## src/rtl/arir_pkg.sv

```systemverilog
// Purpose: constants and helpers for the converter result and integrity register bank
// Assumes: APB register access, register byte address is four times the register index
package arir_pkg;

	// widths and counts
	localparam int DATA_W = 24;
	localparam int SHORT_W = 16;
	localparam int STATUS_W = 8;
	localparam int MODE_W = 16;
	localparam int USER_COUNT = 4;

	// register indices and byte addresses
	localparam logic [7:0] IDX_STATUS = 8'h00;
	localparam logic [7:0] IDX_MODE_CTRL = 8'h02;
	localparam logic [7:0] IDX_CHECKSUM = 8'h03;
	localparam logic [7:0] IDX_RESULT = 8'h04;
	localparam logic [11:0] ADDR_STATUS = {2'b00, IDX_STATUS, 2'b00};
	localparam logic [11:0] ADDR_MODE_CTRL = {2'b00, IDX_MODE_CTRL, 2'b00};
	localparam logic [11:0] ADDR_CHECKSUM = {2'b00, IDX_CHECKSUM, 2'b00};
	localparam logic [11:0] ADDR_RESULT = {2'b00, IDX_RESULT, 2'b00};

	// interface mode fields
	localparam int BIT_SHORT_WORD = 0;
	localparam int BIT_CRC_LO = 2;
	localparam int BIT_CRC_HI = 3;
	localparam int BIT_CHECK_EN = 5;
	localparam int BIT_APPEND = 6;
	localparam logic [15:0] MODE_CTRL_WMASK = 16'h006D;
	localparam logic [1:0] CRC_MODE_OFF = 2'b00;
	localparam logic [1:0] CRC_MODE_XOR = 2'b01;
	localparam logic [1:0] CRC_MODE_FULL = 2'b10;

	// status fields
	localparam int ST_READY_N = 7;
	localparam int ST_CRC_ERR = 5;
	localparam int ST_REG_ERR = 4;

	// reset values
	localparam logic [15:0] MODE_CTRL_RESET = 16'h0000;
	localparam logic [23:0] CHECKSUM_RESET = 24'h000000;
	localparam logic [23:0] RESULT_RESET = 24'h000000;
	localparam logic READY_N_RESET = 1'b1;

	// checksum polynomial x^8+x^2+x+1
	localparam logic [7:0] CRC_POLY = 8'h07;

	// crc-8 over register index and data word, msb first
	function automatic logic [7:0] arir_crc8(input logic [39:0] d);
		logic [7:0] c;
		c = 8'h00;
		for (int i = 39; i >= 0; i--) begin
			if (c[7] ^ d[i]) begin
				c = {c[6:0], 1'b0} ^ CRC_POLY;
			end else begin
				c = {c[6:0], 1'b0};
			end
		end
		return c;
	endfunction

	// byte-wise xor over register index and data word
	function automatic logic [7:0] arir_xor8(input logic [39:0] d);
		return d[39:32] ^ d[31:24] ^ d[23:16] ^ d[15:8] ^ d[7:0];
	endfunction

endpackage

```

## src/rtl/arir_coder.sv

```systemverilog
// Purpose: converts a raw filter result into the data register coding and length
// Assumes: raw is two's complement for bipolar setups, straight binary for unipolar
// Notes: purely combinational, captured by the register bank
`timescale 1ns/1ps
module arir_coder (
	input wire logic [arir_pkg::DATA_W-1:0] raw,
	input wire logic unipolar,
	input wire logic short_word,
	output logic [arir_pkg::DATA_W-1:0] coded
);
	import arir_pkg::*;

	logic [DATA_W-1:0] full_word;
	logic [SHORT_W:0] rounded;

	// coding choice, then rounding to the short word with saturation
	always_comb begin
		full_word = unipolar ? raw : {~raw[DATA_W-1], raw[DATA_W-2:0]};
		rounded = {1'b0, full_word[DATA_W-1:DATA_W-SHORT_W]} + {{SHORT_W{1'b0}}, full_word[DATA_W-SHORT_W-1]};
		if (rounded[SHORT_W]) begin
			rounded = {1'b0, {SHORT_W{1'b1}}};
		end
		if (short_word) begin
			coded = {{(DATA_W-SHORT_W){1'b0}}, rounded[SHORT_W-1:0]};
		end else begin
			coded = full_word;
		end
	end

endmodule

```

## src/rtl/arir_regs.sv

```systemverilog
// Purpose: result, checksum, status and interface mode registers behind an APB slave
// Assumes: result and user register inputs come from logic on pclk
// Notes: zero wait states; read data and check byte are registered in the setup cycle
//
// Added by the designer: the APB interface to the registers.
`timescale 1ns/1ps
module arir_regs (
	input wire logic pclk,
	input wire logic presetn,
	input wire logic psel,
	input wire logic penable,
	input wire logic pwrite,
	input wire logic [11:0] paddr,
	input wire logic [31:0] pwdata,
	input wire logic [7:0] pwcheck,
	output logic [31:0] prdata,
	output logic [7:0] prcheck,
	output logic pready,
	output logic pslverr,
	input wire logic result_valid,
	input wire logic [arir_pkg::DATA_W-1:0] result_raw,
	input wire logic [3:0] result_channel,
	input wire logic polarity_coding_select,
	input wire logic [arir_pkg::USER_COUNT*arir_pkg::DATA_W-1:0] user_regs,
	output logic ready_n,
	output logic [1:0] crc_mode,
	output logic reg_error
);
	import arir_pkg::*;

	logic [MODE_W-1:0] mode_ctrl_reg;
	logic [DATA_W-1:0] checksum_reg;
	logic [DATA_W-1:0] result_reg;
	logic result_short_reg;
	logic [3:0] result_chan_reg;
	logic ready_n_reg;
	logic crc_err_reg;
	logic reg_err_reg;
	logic [USER_COUNT*DATA_W-1:0] user_prev_reg;
	logic [31:0] prdata_reg;
	logic [7:0] prcheck_reg;
	logic err_reg;
	logic bad_write_reg;
	logic read_block_reg;

	logic short_word_select;
	logic check_en;
	logic append_status;
	logic setup;
	logic access;
	logic known;
	logic [31:0] rd_word;
	logic [STATUS_W-1:0] status_word;
	logic [7:0] read_crc;
	logic [7:0] read_xor;
	logic [7:0] write_crc;
	logic bad_write;
	logic read_cmd;
	logic take_result;
	logic [DATA_W-1:0] coded;
	logic [DATA_W-1:0] user_xor;

	// mode fields
	assign short_word_select = mode_ctrl_reg[BIT_SHORT_WORD];
	assign crc_mode = mode_ctrl_reg[BIT_CRC_HI:BIT_CRC_LO];
	assign check_en = mode_ctrl_reg[BIT_CHECK_EN];
	assign append_status = mode_ctrl_reg[BIT_APPEND];

	// bus phases and handshake
	assign setup = psel & ~penable;
	assign access = psel & penable;
	assign pready = 1'b1;
	assign pslverr = access & err_reg;
	assign prdata = prdata_reg;
	assign prcheck = prcheck_reg;
	assign ready_n = ready_n_reg;
	assign reg_error = reg_err_reg;

	assign status_word = {ready_n_reg, 1'b0, crc_err_reg, reg_err_reg, result_chan_reg};

	// read word selection by address
	always_comb begin
		known = 1'b1;
		rd_word = 32'h00000000;
		if (paddr == ADDR_STATUS) begin
			rd_word = {24'h000000, status_word};
		end else if (paddr == ADDR_MODE_CTRL) begin
			rd_word = {16'h0000, mode_ctrl_reg};
		end else if (paddr == ADDR_CHECKSUM) begin
			rd_word = {8'h00, checksum_reg};
		end else if (paddr == ADDR_RESULT) begin
			if (!append_status) begin
				rd_word = {8'h00, result_reg};
			end else if (result_short_reg) begin
				rd_word = {8'h00, status_word, result_reg[SHORT_W-1:0]};
			end else begin
				rd_word = {status_word, result_reg};
			end
		end else begin
			known = 1'b0;
		end
	end

	// check bytes for reads and the expected write checksum
	assign read_crc = arir_crc8({paddr[9:2], rd_word});
	assign read_xor = arir_xor8({paddr[9:2], rd_word});
	assign write_crc = arir_crc8({paddr[9:2], pwdata});
	assign bad_write = pwrite & (crc_mode != CRC_MODE_OFF) & (pwcheck != write_crc);

	// setup-cycle capture of answer, check byte and error
	always_ff @(posedge pclk or negedge presetn) begin
		if (!presetn) begin
			prdata_reg <= 32'h00000000;
			prcheck_reg <= 8'h00;
			err_reg <= 1'b0;
			bad_write_reg <= 1'b0;
		end else if (setup) begin
			prdata_reg <= (pwrite || !known) ? 32'h00000000 : rd_word;
			if (pwrite || crc_mode == CRC_MODE_OFF) begin
				prcheck_reg <= 8'h00;
			end else if (crc_mode == CRC_MODE_XOR) begin
				prcheck_reg <= read_xor;
			end else begin
				prcheck_reg <= read_crc;
			end
			err_reg <= ~known | bad_write;
			bad_write_reg <= bad_write;
		end
	end

	// interface mode register, written unless crc_mode is not off and the check byte does not match
	always_ff @(posedge pclk or negedge presetn) begin
		if (!presetn) begin
			mode_ctrl_reg <= MODE_CTRL_RESET;
		end else if (access && pwrite && paddr == ADDR_MODE_CTRL && !err_reg) begin
			mode_ctrl_reg <= pwdata[MODE_W-1:0] & MODE_CTRL_WMASK;
		end
	end

	// read command to the result register holds off new results
	assign read_cmd = setup & ~pwrite & (paddr == ADDR_RESULT);
	assign take_result = result_valid & ~read_cmd & ~read_block_reg;

	always_ff @(posedge pclk or negedge presetn) begin
		if (!presetn) begin
			read_block_reg <= 1'b0;
		end else if (read_cmd) begin
			read_block_reg <= 1'b1;
		end else if (access) begin
			read_block_reg <= 1'b0;
		end
	end

	arir_coder u_coder (
		.raw(result_raw),
		.unipolar(polarity_coding_select),
		.short_word(short_word_select),
		.coded(coded)
	);

	// result capture with its length and channel; reading never destroys it
	always_ff @(posedge pclk or negedge presetn) begin
		if (!presetn) begin
			result_reg <= RESULT_RESET;
			result_short_reg <= 1'b0;
			result_chan_reg <= 4'h0;
		end else if (take_result) begin
			result_reg <= coded;
			result_short_reg <= short_word_select;
			result_chan_reg <= result_channel;
		end
	end

	// ready goes low on a new result, high when the result is read
	always_ff @(posedge pclk or negedge presetn) begin
		if (!presetn) begin
			ready_n_reg <= READY_N_RESET;
		end else if (take_result) begin
			ready_n_reg <= 1'b0;
		end else if (access && read_block_reg) begin
			ready_n_reg <= 1'b1;
		end
	end

	// sticky write check error, cleared by a status read; a new error wins
	always_ff @(posedge pclk or negedge presetn) begin
		if (!presetn) begin
			crc_err_reg <= 1'b0;
		end else if (access && bad_write_reg) begin
			crc_err_reg <= 1'b1;
		end else if (access && !pwrite && paddr == ADDR_STATUS) begin
			crc_err_reg <= 1'b0;
		end
	end

	// xor of the covered user registers
	always_comb begin
		user_xor = CHECKSUM_RESET;
		for (int i = 0; i < USER_COUNT; i++) begin
			user_xor = user_xor ^ user_regs[i*DATA_W +: DATA_W];
		end
	end

	// checksum register, zero while checking is off
	always_ff @(posedge pclk or negedge presetn) begin
		if (!presetn) begin
			checksum_reg <= CHECKSUM_RESET;
		end else if (check_en) begin
			checksum_reg <= user_xor;
		end else begin
			checksum_reg <= CHECKSUM_RESET;
		end
	end

	// integrity error on any change of a covered register
	always_ff @(posedge pclk or negedge presetn) begin
		if (!presetn) begin
			user_prev_reg <= '0;
			reg_err_reg <= 1'b0;
		end else begin
			user_prev_reg <= user_regs;
			if (!check_en) begin
				reg_err_reg <= 1'b0;
			end else if (user_regs != user_prev_reg) begin
				reg_err_reg <= 1'b1;
			end
		end
	end
endmodule

```

## config.mk

```make
export PLATFORM = sky130hd
export DESIGN_NAME = arir_regs
export DESIGN_NICKNAME = d
export VERILOG_FILES = /design/src/rtl/arir_pkg.sv /design/src/rtl/arir_coder.sv /design/src/rtl/arir_regs.sv
export SDC_FILE = /design/constraint.sdc
export NUM_CORES = 1
export LEC_CHECK = 0
export BUFFER_PORTS_ARGS = -buffer_cell sky130_fd_sc_hd__buf_2
export CAP_MARGIN = 20
export CORE_MARGIN = 2
export CORE_UTILIZATION = 51
export DETAILED_ROUTE_END_ITERATION = 8
export HOLD_SLACK_MARGIN = 0.08
export PLACE_DENSITY = 0.86
export SLEW_MARGIN = 20
export SYNTH_ARGS = -nofsm -noshare
export SYNTH_HDL_FRONTEND = slang
export SYNTH_HIERARCHICAL = 1
export SYNTH_SLANG_ARGS = --single-unit
```

## constraint.sdc

```tcl
create_clock -name pclk -period 7.95 [get_ports pclk]
set_clock_uncertainty 0.2 [all_clocks]
set_input_delay 0.3975 -clock pclk [delete_from_list [all_inputs] [get_ports pclk]]
set_output_delay 0.3975 -clock pclk [all_outputs]
set_load 0.03 [all_outputs]
```

After elaboration in Yosys (flattened, before gate mapping)
Index checks and enable logic that the tools add are counted.
{ "word_totals": {"register_bits": 200, "input_bits": 183, "out_inout_bits": 46} }
{ "classes": {"n_addsub": 1, "n_eq_ne": 7, "n_mux": 97, "bitwise_logic": 164, "n_reduce_logical": 18} }
{ "op_table": {"columns": ["cell", "count"], "rows": [
  ["$mux 32", 7],
  ["$mux 3", 72],
  ["$not 3->3", 70],
  ["$ne 96x96->1", 1],
  ["$mux 24", 3],
  ["$xor 24x24->24", 3],
  ["$xor 1x1->1", 66],
  ["$xor 8x8->8", 4],
  ["$eq 12x4->1 const B", 2],
  ["$add 16x1->17", 1],
  ["$mux 16", 1],
  ["$mux 8", 2],
  ["$eq 12x5->1 const B", 1],
  ["$logic_not 12->1", 1],
  ["$mux 1", 12],
  ["$and 1x1->1", 9],
  ["$ne 8x8->1", 1],
  ["$reduce_bool 2->1", 4],
  ["$logic_and 1x1->1", 7],
  ["$not 1->1", 6],
  ["$xor 1x1->1 const A", 5],
  ["$logic_not 1->1", 3],
  ["$eq 2x1->1 const B", 1],
  ["$logic_not 2->1", 1],
  ["other kinds (3)", 4]
]} }

Longest topological paths before layout
{ "depth": {"ltp_word": 82, "mapped_depth": 15} }

Cells and area by module
The synthesis kept the hierarchy.
{ "modules_own_cells": {"columns": ["module", "n_inst", "cells_each", "area_each_um2"], "rows": [
  ["arir_regs", 1, 1000, 11283.3],
  ["arir_coder", 1, 86, 580.6]
]} }

Least setup slack after synthesis
OpenSTA, ideal clock, no wires.
{ "synth_timing": {"path_kind": "input port to flip-flop", "startpoint": "input paddr[5]", "endpoint": "register prcheck_reg[4], in the netlist prcheck[4]", "arrival_ps": 3861, "path_slack_ps": 3769, "stages": 12, "path_buffers": 1, "path_cell_list": "inv_1 ha_1 or3b_1 buf_6 nor4_4 xnor2_1 xnor3_2 xor3_2 xnor2_1 xnor3_2 xnor3_1 a31o_1"} }
{ "synth_between": {"elab_chain_cells": 31, "elab_cells_between_ends": 95, "classes_between": "eq/ne: 3; mux: 35; bitwise: 56; reduce/logical: 1"} }
{ "synth_rtl": {"columns": ["item", "line", "source"], "rows": [
  ["from (decl)", "arir_regs.sv:13", "input wire logic [11:0] paddr,"],
  ["$eq 12x5->1", "arir_regs.sv:91", "end else if (paddr == ADDR_RESULT) begin"],
  ["$mux 32", "arir_regs.sv:91", null],
  ["$mux 32", "arir_regs.sv:89", "end else if (paddr == ADDR_CHECKSUM) begin"],
  ["$mux 32", "arir_regs.sv:87", "end else if (paddr == ADDR_MODE_CTRL) begin"],
  ["$mux 32", "arir_regs.sv:85", "if (paddr == ADDR_STATUS) begin"],
  ["$xor 1x1->1", "arir_pkg.sv:52", "if (c[7] ^ d[i]) begin"],
  ["$mux 3", "arir_pkg.sv:52", null],
  ["$not 3->3 (no source line)", null, null],
  ["[15 not listed]", null, null],
  ["$xor 1x1->1", "arir_pkg.sv:52", null],
  ["$mux 3", "arir_pkg.sv:52", null],
  ["$not 3->3 (no source line)", null, null],
  ["$mux 3", "arir_pkg.sv:52", null],
  ["$not 3->3 (no source line)", null, null],
  ["$mux 3", "arir_pkg.sv:52", null],
  ["$mux 8 *", "arir_regs.sv:121", "end else if (crc_mode == CRC_MODE_XOR) begin"],
  ["$mux 8 *", "arir_regs.sv:119", "if (pwrite || crc_mode == CRC_MODE_OFF) begin"],
  ["to (signal assigned)", "arir_regs.sv:122", "prcheck_reg <= read_xor;"],
  ["to (signal assigned)", "arir_regs.sv:124", "prcheck_reg <= read_crc;"],
  ["to (decl)", "arir_regs.sv:41", "logic [7:0] prcheck_reg;"]
]} }
Every way passes the cells marked *; elsewhere a longest branch is shown, timed or not.
A chain may end at the register's enable or synchronous reset.

Final worst setup path
Ends and elaborated chain as after synthesis.

==> flow_results.org <==
** Run status
- Outcome :: completed

** Critical path
- The critical path in this run is classified as input pin to flop.
- In this run the critical register-to-register path is launched from mode_ctrl_reg[6].
- For the worst flop-to-flop path, the logic depth is 10.
- Data on the critical path arrives at its endpoint at around 4700 ps.
- The worst setup path is launched from an input pin.
- The critical path goes through buf_2, inv_1, ha_1, and3_1, nand2_1, a21oi_1, xnor2_1, xnor3_2, xor3_2, xnor2_1, xnor3_2, xnor3_1, a31o_1.
- The critical path starts at paddr[5].
- Critical path endpoint category :: flop
- Data on the critical path is required at its endpoint by between 8000 and 9000 ps.
- Peak fanout along the critical path :: 18
- For this run, the slowest stage of the critical path takes 660 ps.
- Slowest cell on crit path :: and3_1

** Global routing
- Wire length of the first global-routing pass :: 56600 um
- GR Overflow Total :: 0
- In the global route stage, overall resource usage came out at 30.8%.
- Pin count of the biggest net entering global routing :: 131
- Vias in the first global route :: 10200
- The number of antenna violations at the first check in global routing came to 3.

** Worst hold path
- Worst hold-check path type :: input pin to flop
- The worst hold path passes through 3 cells.
- The worst hold path begins at result_raw[6].

** Power and ir drop
- Net switching is 35.1% of the power.
- Dividing total power by cell area gives a power density of 234 mW/mm^2.
- Summed over all cells, the static leakage comes to just under 7 nW.
- Of the total power, the clock network draws 25.0%.
- The internal power of the cells totals 2.27 mW.
- Summed over all nets, the switching power comes to 1.22 mW.
- Of the total power, combinational logic draws 44.0%.
- Maximum vdd drop :: 0.000224 V
- Overall Power :: roughly 3.5 mW
- Share of power burned in registers :: a little under a third

** STA
- Derived from the worst setup path, the maximum achievable clock frequency is approximately 220 MHz.
- The number of hold violations in the final report was 0.
- Setup violations remaining at the end of the flow were counted as 0.
- The max-slew violation total from the final report was 0.
- Share of the clock period used by the worst path after layout :: a little under three fifths
- Fin crit period :: 4520 ps
- Worst slew margin relative to its limit :: 30.7%
- Setup repair after global routing missed its margin :: no
- In the final timing run, aggregate negative setup slack is 0 ps.
- Transition at the pin with the smallest max-transition slack :: between 1000 and 1500 ps

** Clock network
- Total number of clock tree sinks :: a little under 200
- The clock tree synthesis step divided the H-tree into 4 levels.
- TritonCTS built the clock tree.
- After clock tree synthesis, the clock-pin slew on the worst setup and hold paths is 70 ps.
- Clock root buffer :: clkbuf_16
- The number of gates resized after CTS was 0.
- CTS Buf Count :: 17
- Bufs on Longest Clock Path :: 2
- Worst skew pair latency :: around 440 ps

** Synth
- For this run, the number of Yosys warnings is 6.
- Async SR Flop Fraction :: 100%
- The cell count after synthesis came out at 1086.
- Yosys reg bits :: 199
- Number of library cell types mapped by synthesis :: 77
- Synthesized netlist net count :: roughly 1300
- The synthesized design contains 0 enable-type register cells.
- Syn_area_per_cell :: 10.9 um^2
- Yosys top cell by area :: dfrtp_1
- The most used flip-flop cell after synthesis is dfrtp_1.
- Area contributors post-synth :: dfrtp_1, xnor2_1, xor2_1
- Area share of the leading cell type in the synthesized netlist :: between 40% and 50%
- Sequential share of the synthesized area :: between 40% and 50%
- Post-synthesis instance area :: 0.0119 mm^2

** Detailed routing
- The routed design has 37500 um of wire.
- Avg Vias per Cell :: 5.74
- Across all layers, the routed design uses 9797 vias.
- Number of detailed-route iterations in the first pass :: 6
- In the routed design, unresolved DRC markers number 0.
- In the final routed layout, each cell accounts on average for ~22 um.
- The first routing iteration left 899 violations.
- The detail route stage leaves a number of antenna-violating nets equal to 0.

** Placed design
- Routability-driven placement finished with a final weighted congestion of 0.952.
- IO buf count :: 226
- Hpwl dp :: 26700 um

** Run
- Across the run, the number of max-cap violations was 0.

** Layout
- Layout cell share with drive strength beyond 1 :: roughly 23%
- Number of nets in the finished design :: around 1600
- The register with the most flip-flops in the layout has 96 of them.
- Area Overhead vs Synth :: 25.8%

** Floorplanning
- Number of cell rows :: 55
- The die is around 160 um wide.
- The floorplan step defined a core boundary enclosing between 0.02 and 0.025 mm^2.
- Area enclosed by the die boundary :: 0.0245 mm^2
- Total I/O pin count :: ~230
- Initial cell density of the core :: between 50% and 60%
- The floorplan step set the die height to between 150 and 200 um.
==> power groups by stage <==
| stage | clock network [mW] | logic (mW) | registers, mW |
|---|---|---|---|
| CTS | 0.878 | 1.52 | 1.08 |
| detailed placement | 0 | 1.46 | 1.10 |
| floorplan | 0 | 1.17 | 1.09 |
| finish | 0.875 | 1.54 | 1.08 |
| global route | 0.927 | 1.64 | 1.08 |
| global placement | 0 | 1.44 | 1.10 |
==> kinds of logic (layout without fill, tap and decap cells) <==
family,Yosys count,after routing,synth area share (%)
other cells,2,6,0.0633
compound gates,166,166,10.3
mux,39,39,3.65
flops,199,199,42.0
buf+inv,84,417,2.95
xor+xnor,347,347,29.0
fa+ha+maj,6,6,0.633
simple gates,243,243,11.4
==> Yosys cell counts (5+ instances only) <==
master    number
nand4_1       21
nor2_1        25
o22a_1         9
ha_1           6
nand2_1       70
a22o_1        32
mux2i_1        5
and3_1        10
o21ai_0       30
dfrtp_1      198
inv_1         44
nor2b_1       14
nor4_1        18
xnor2_1      216
nand2b_1       6
xnor3_1       22
o221ai_1       8
mux2_2        34
and2_1        25
nand3_1       11
o211ai_1       5
xor2_1       102
clkbuf_1      28
a21oi_1       17
a22oi_1       12
nor3_1        14
a31oi_1        6
nor4bb_1       5
o22ai_1       12
==> layout by cell type, fill, tap and decap left out, drive strengths merged, types with 8 or more instances in the layout <==
master / synthesis / layout
xnor3: 24 / 24
o221ai: 8 / 8
o22ai: 12 / 12
nor3: 14 / 14
and3: 10 / 10
inv: 44 / 48
buf: 11 / 233
clkinv: 0 / 10
o21ai: 30 / 30
dlygate4sd3: 0 / 108
nand2: 70 / 70
xnor2: 217 / 217
nor2: 25 / 25
clkbuf: 29 / 17
dfrtp: 198 / 198
a22o: 32 / 32
nor2b: 14 / 14
a21oi: 17 / 17
nor4: 20 / 20
xor2: 102 / 102
a22oi: 12 / 12
o22a: 9 / 9
and2: 26 / 26
nand3: 12 / 12
nand4: 21 / 21
mux2: 34 / 34
==> stage by stage <==
step / worst slack (ps) / cell area, um^2 / instances / hold slack [ps] / utilization (%)
floorplan: 3770 / 11900 / 1086 / -98.1 / -
global placement: 3090 / 13200 / 1564 / 257 / 58.3
detailed placement: 3030 / 13200 / 1564 / 267 / 58.3
CTS: 3470 / 14900 / 1704 / 103 / 65.7
global route: 3210 / 14900 / 1707 / 124 / 65.7
finish: 3430 / 14900 / 1708 / 116 / 65.7
==> critical path, delay by kind of cell <==
kind | cells | cell delay, ps
xor gates and xnor gates | 6 | 2190
AOI/OAI and AO/OA | 2 | 420
and+or+nand+nor | 2 | 810
adders and majority gates | 1 | 530
buffers and inverters | 2 | 290
==> routing by layer <==
metal,GRT usage (%),vias to the layer above,routed length [um]
li1,-,4396,-
met1,38.3,4794,14800
met2,52.5,496,18600
met3,5.40,111,2420
met4,14.4,0,1730
met5,0,-,0
==> area by class of cell <==
type	count	area, um^2
fillers	1724	7780
multi-input cells	803	6540
flip-flops and latches	199	4980
repair buffers	341	2270
clock buffers	17	425
well taps	285	357
clock inverters	15	181
inverters	44	165
diodes	4	10.0
==> worst paths after layout <==
| check | slack [ps] | end |
|---|---|---|
| worst min register to register | 280 | prdata[10] |
| worst min-delay path | 120 | result_reg[6] |
| worst max-delay path | 3430 | prcheck[4] |
| min in group asynchronous | 470 | prdata[15] |
| worst max register to register | 3640 | prcheck[4] |
| max in group asynchronous | 5640 | result_reg[8] |
==> timing repair <==
| action | CTS | global route |
|---|---|---|
| endpoints found under the hold margin | 236 | 0 |
| hold buffers | 108 | 0 |
| setup buffers | 0 | 0 |
No activity file was read; power rests on OpenSTA's default activity.
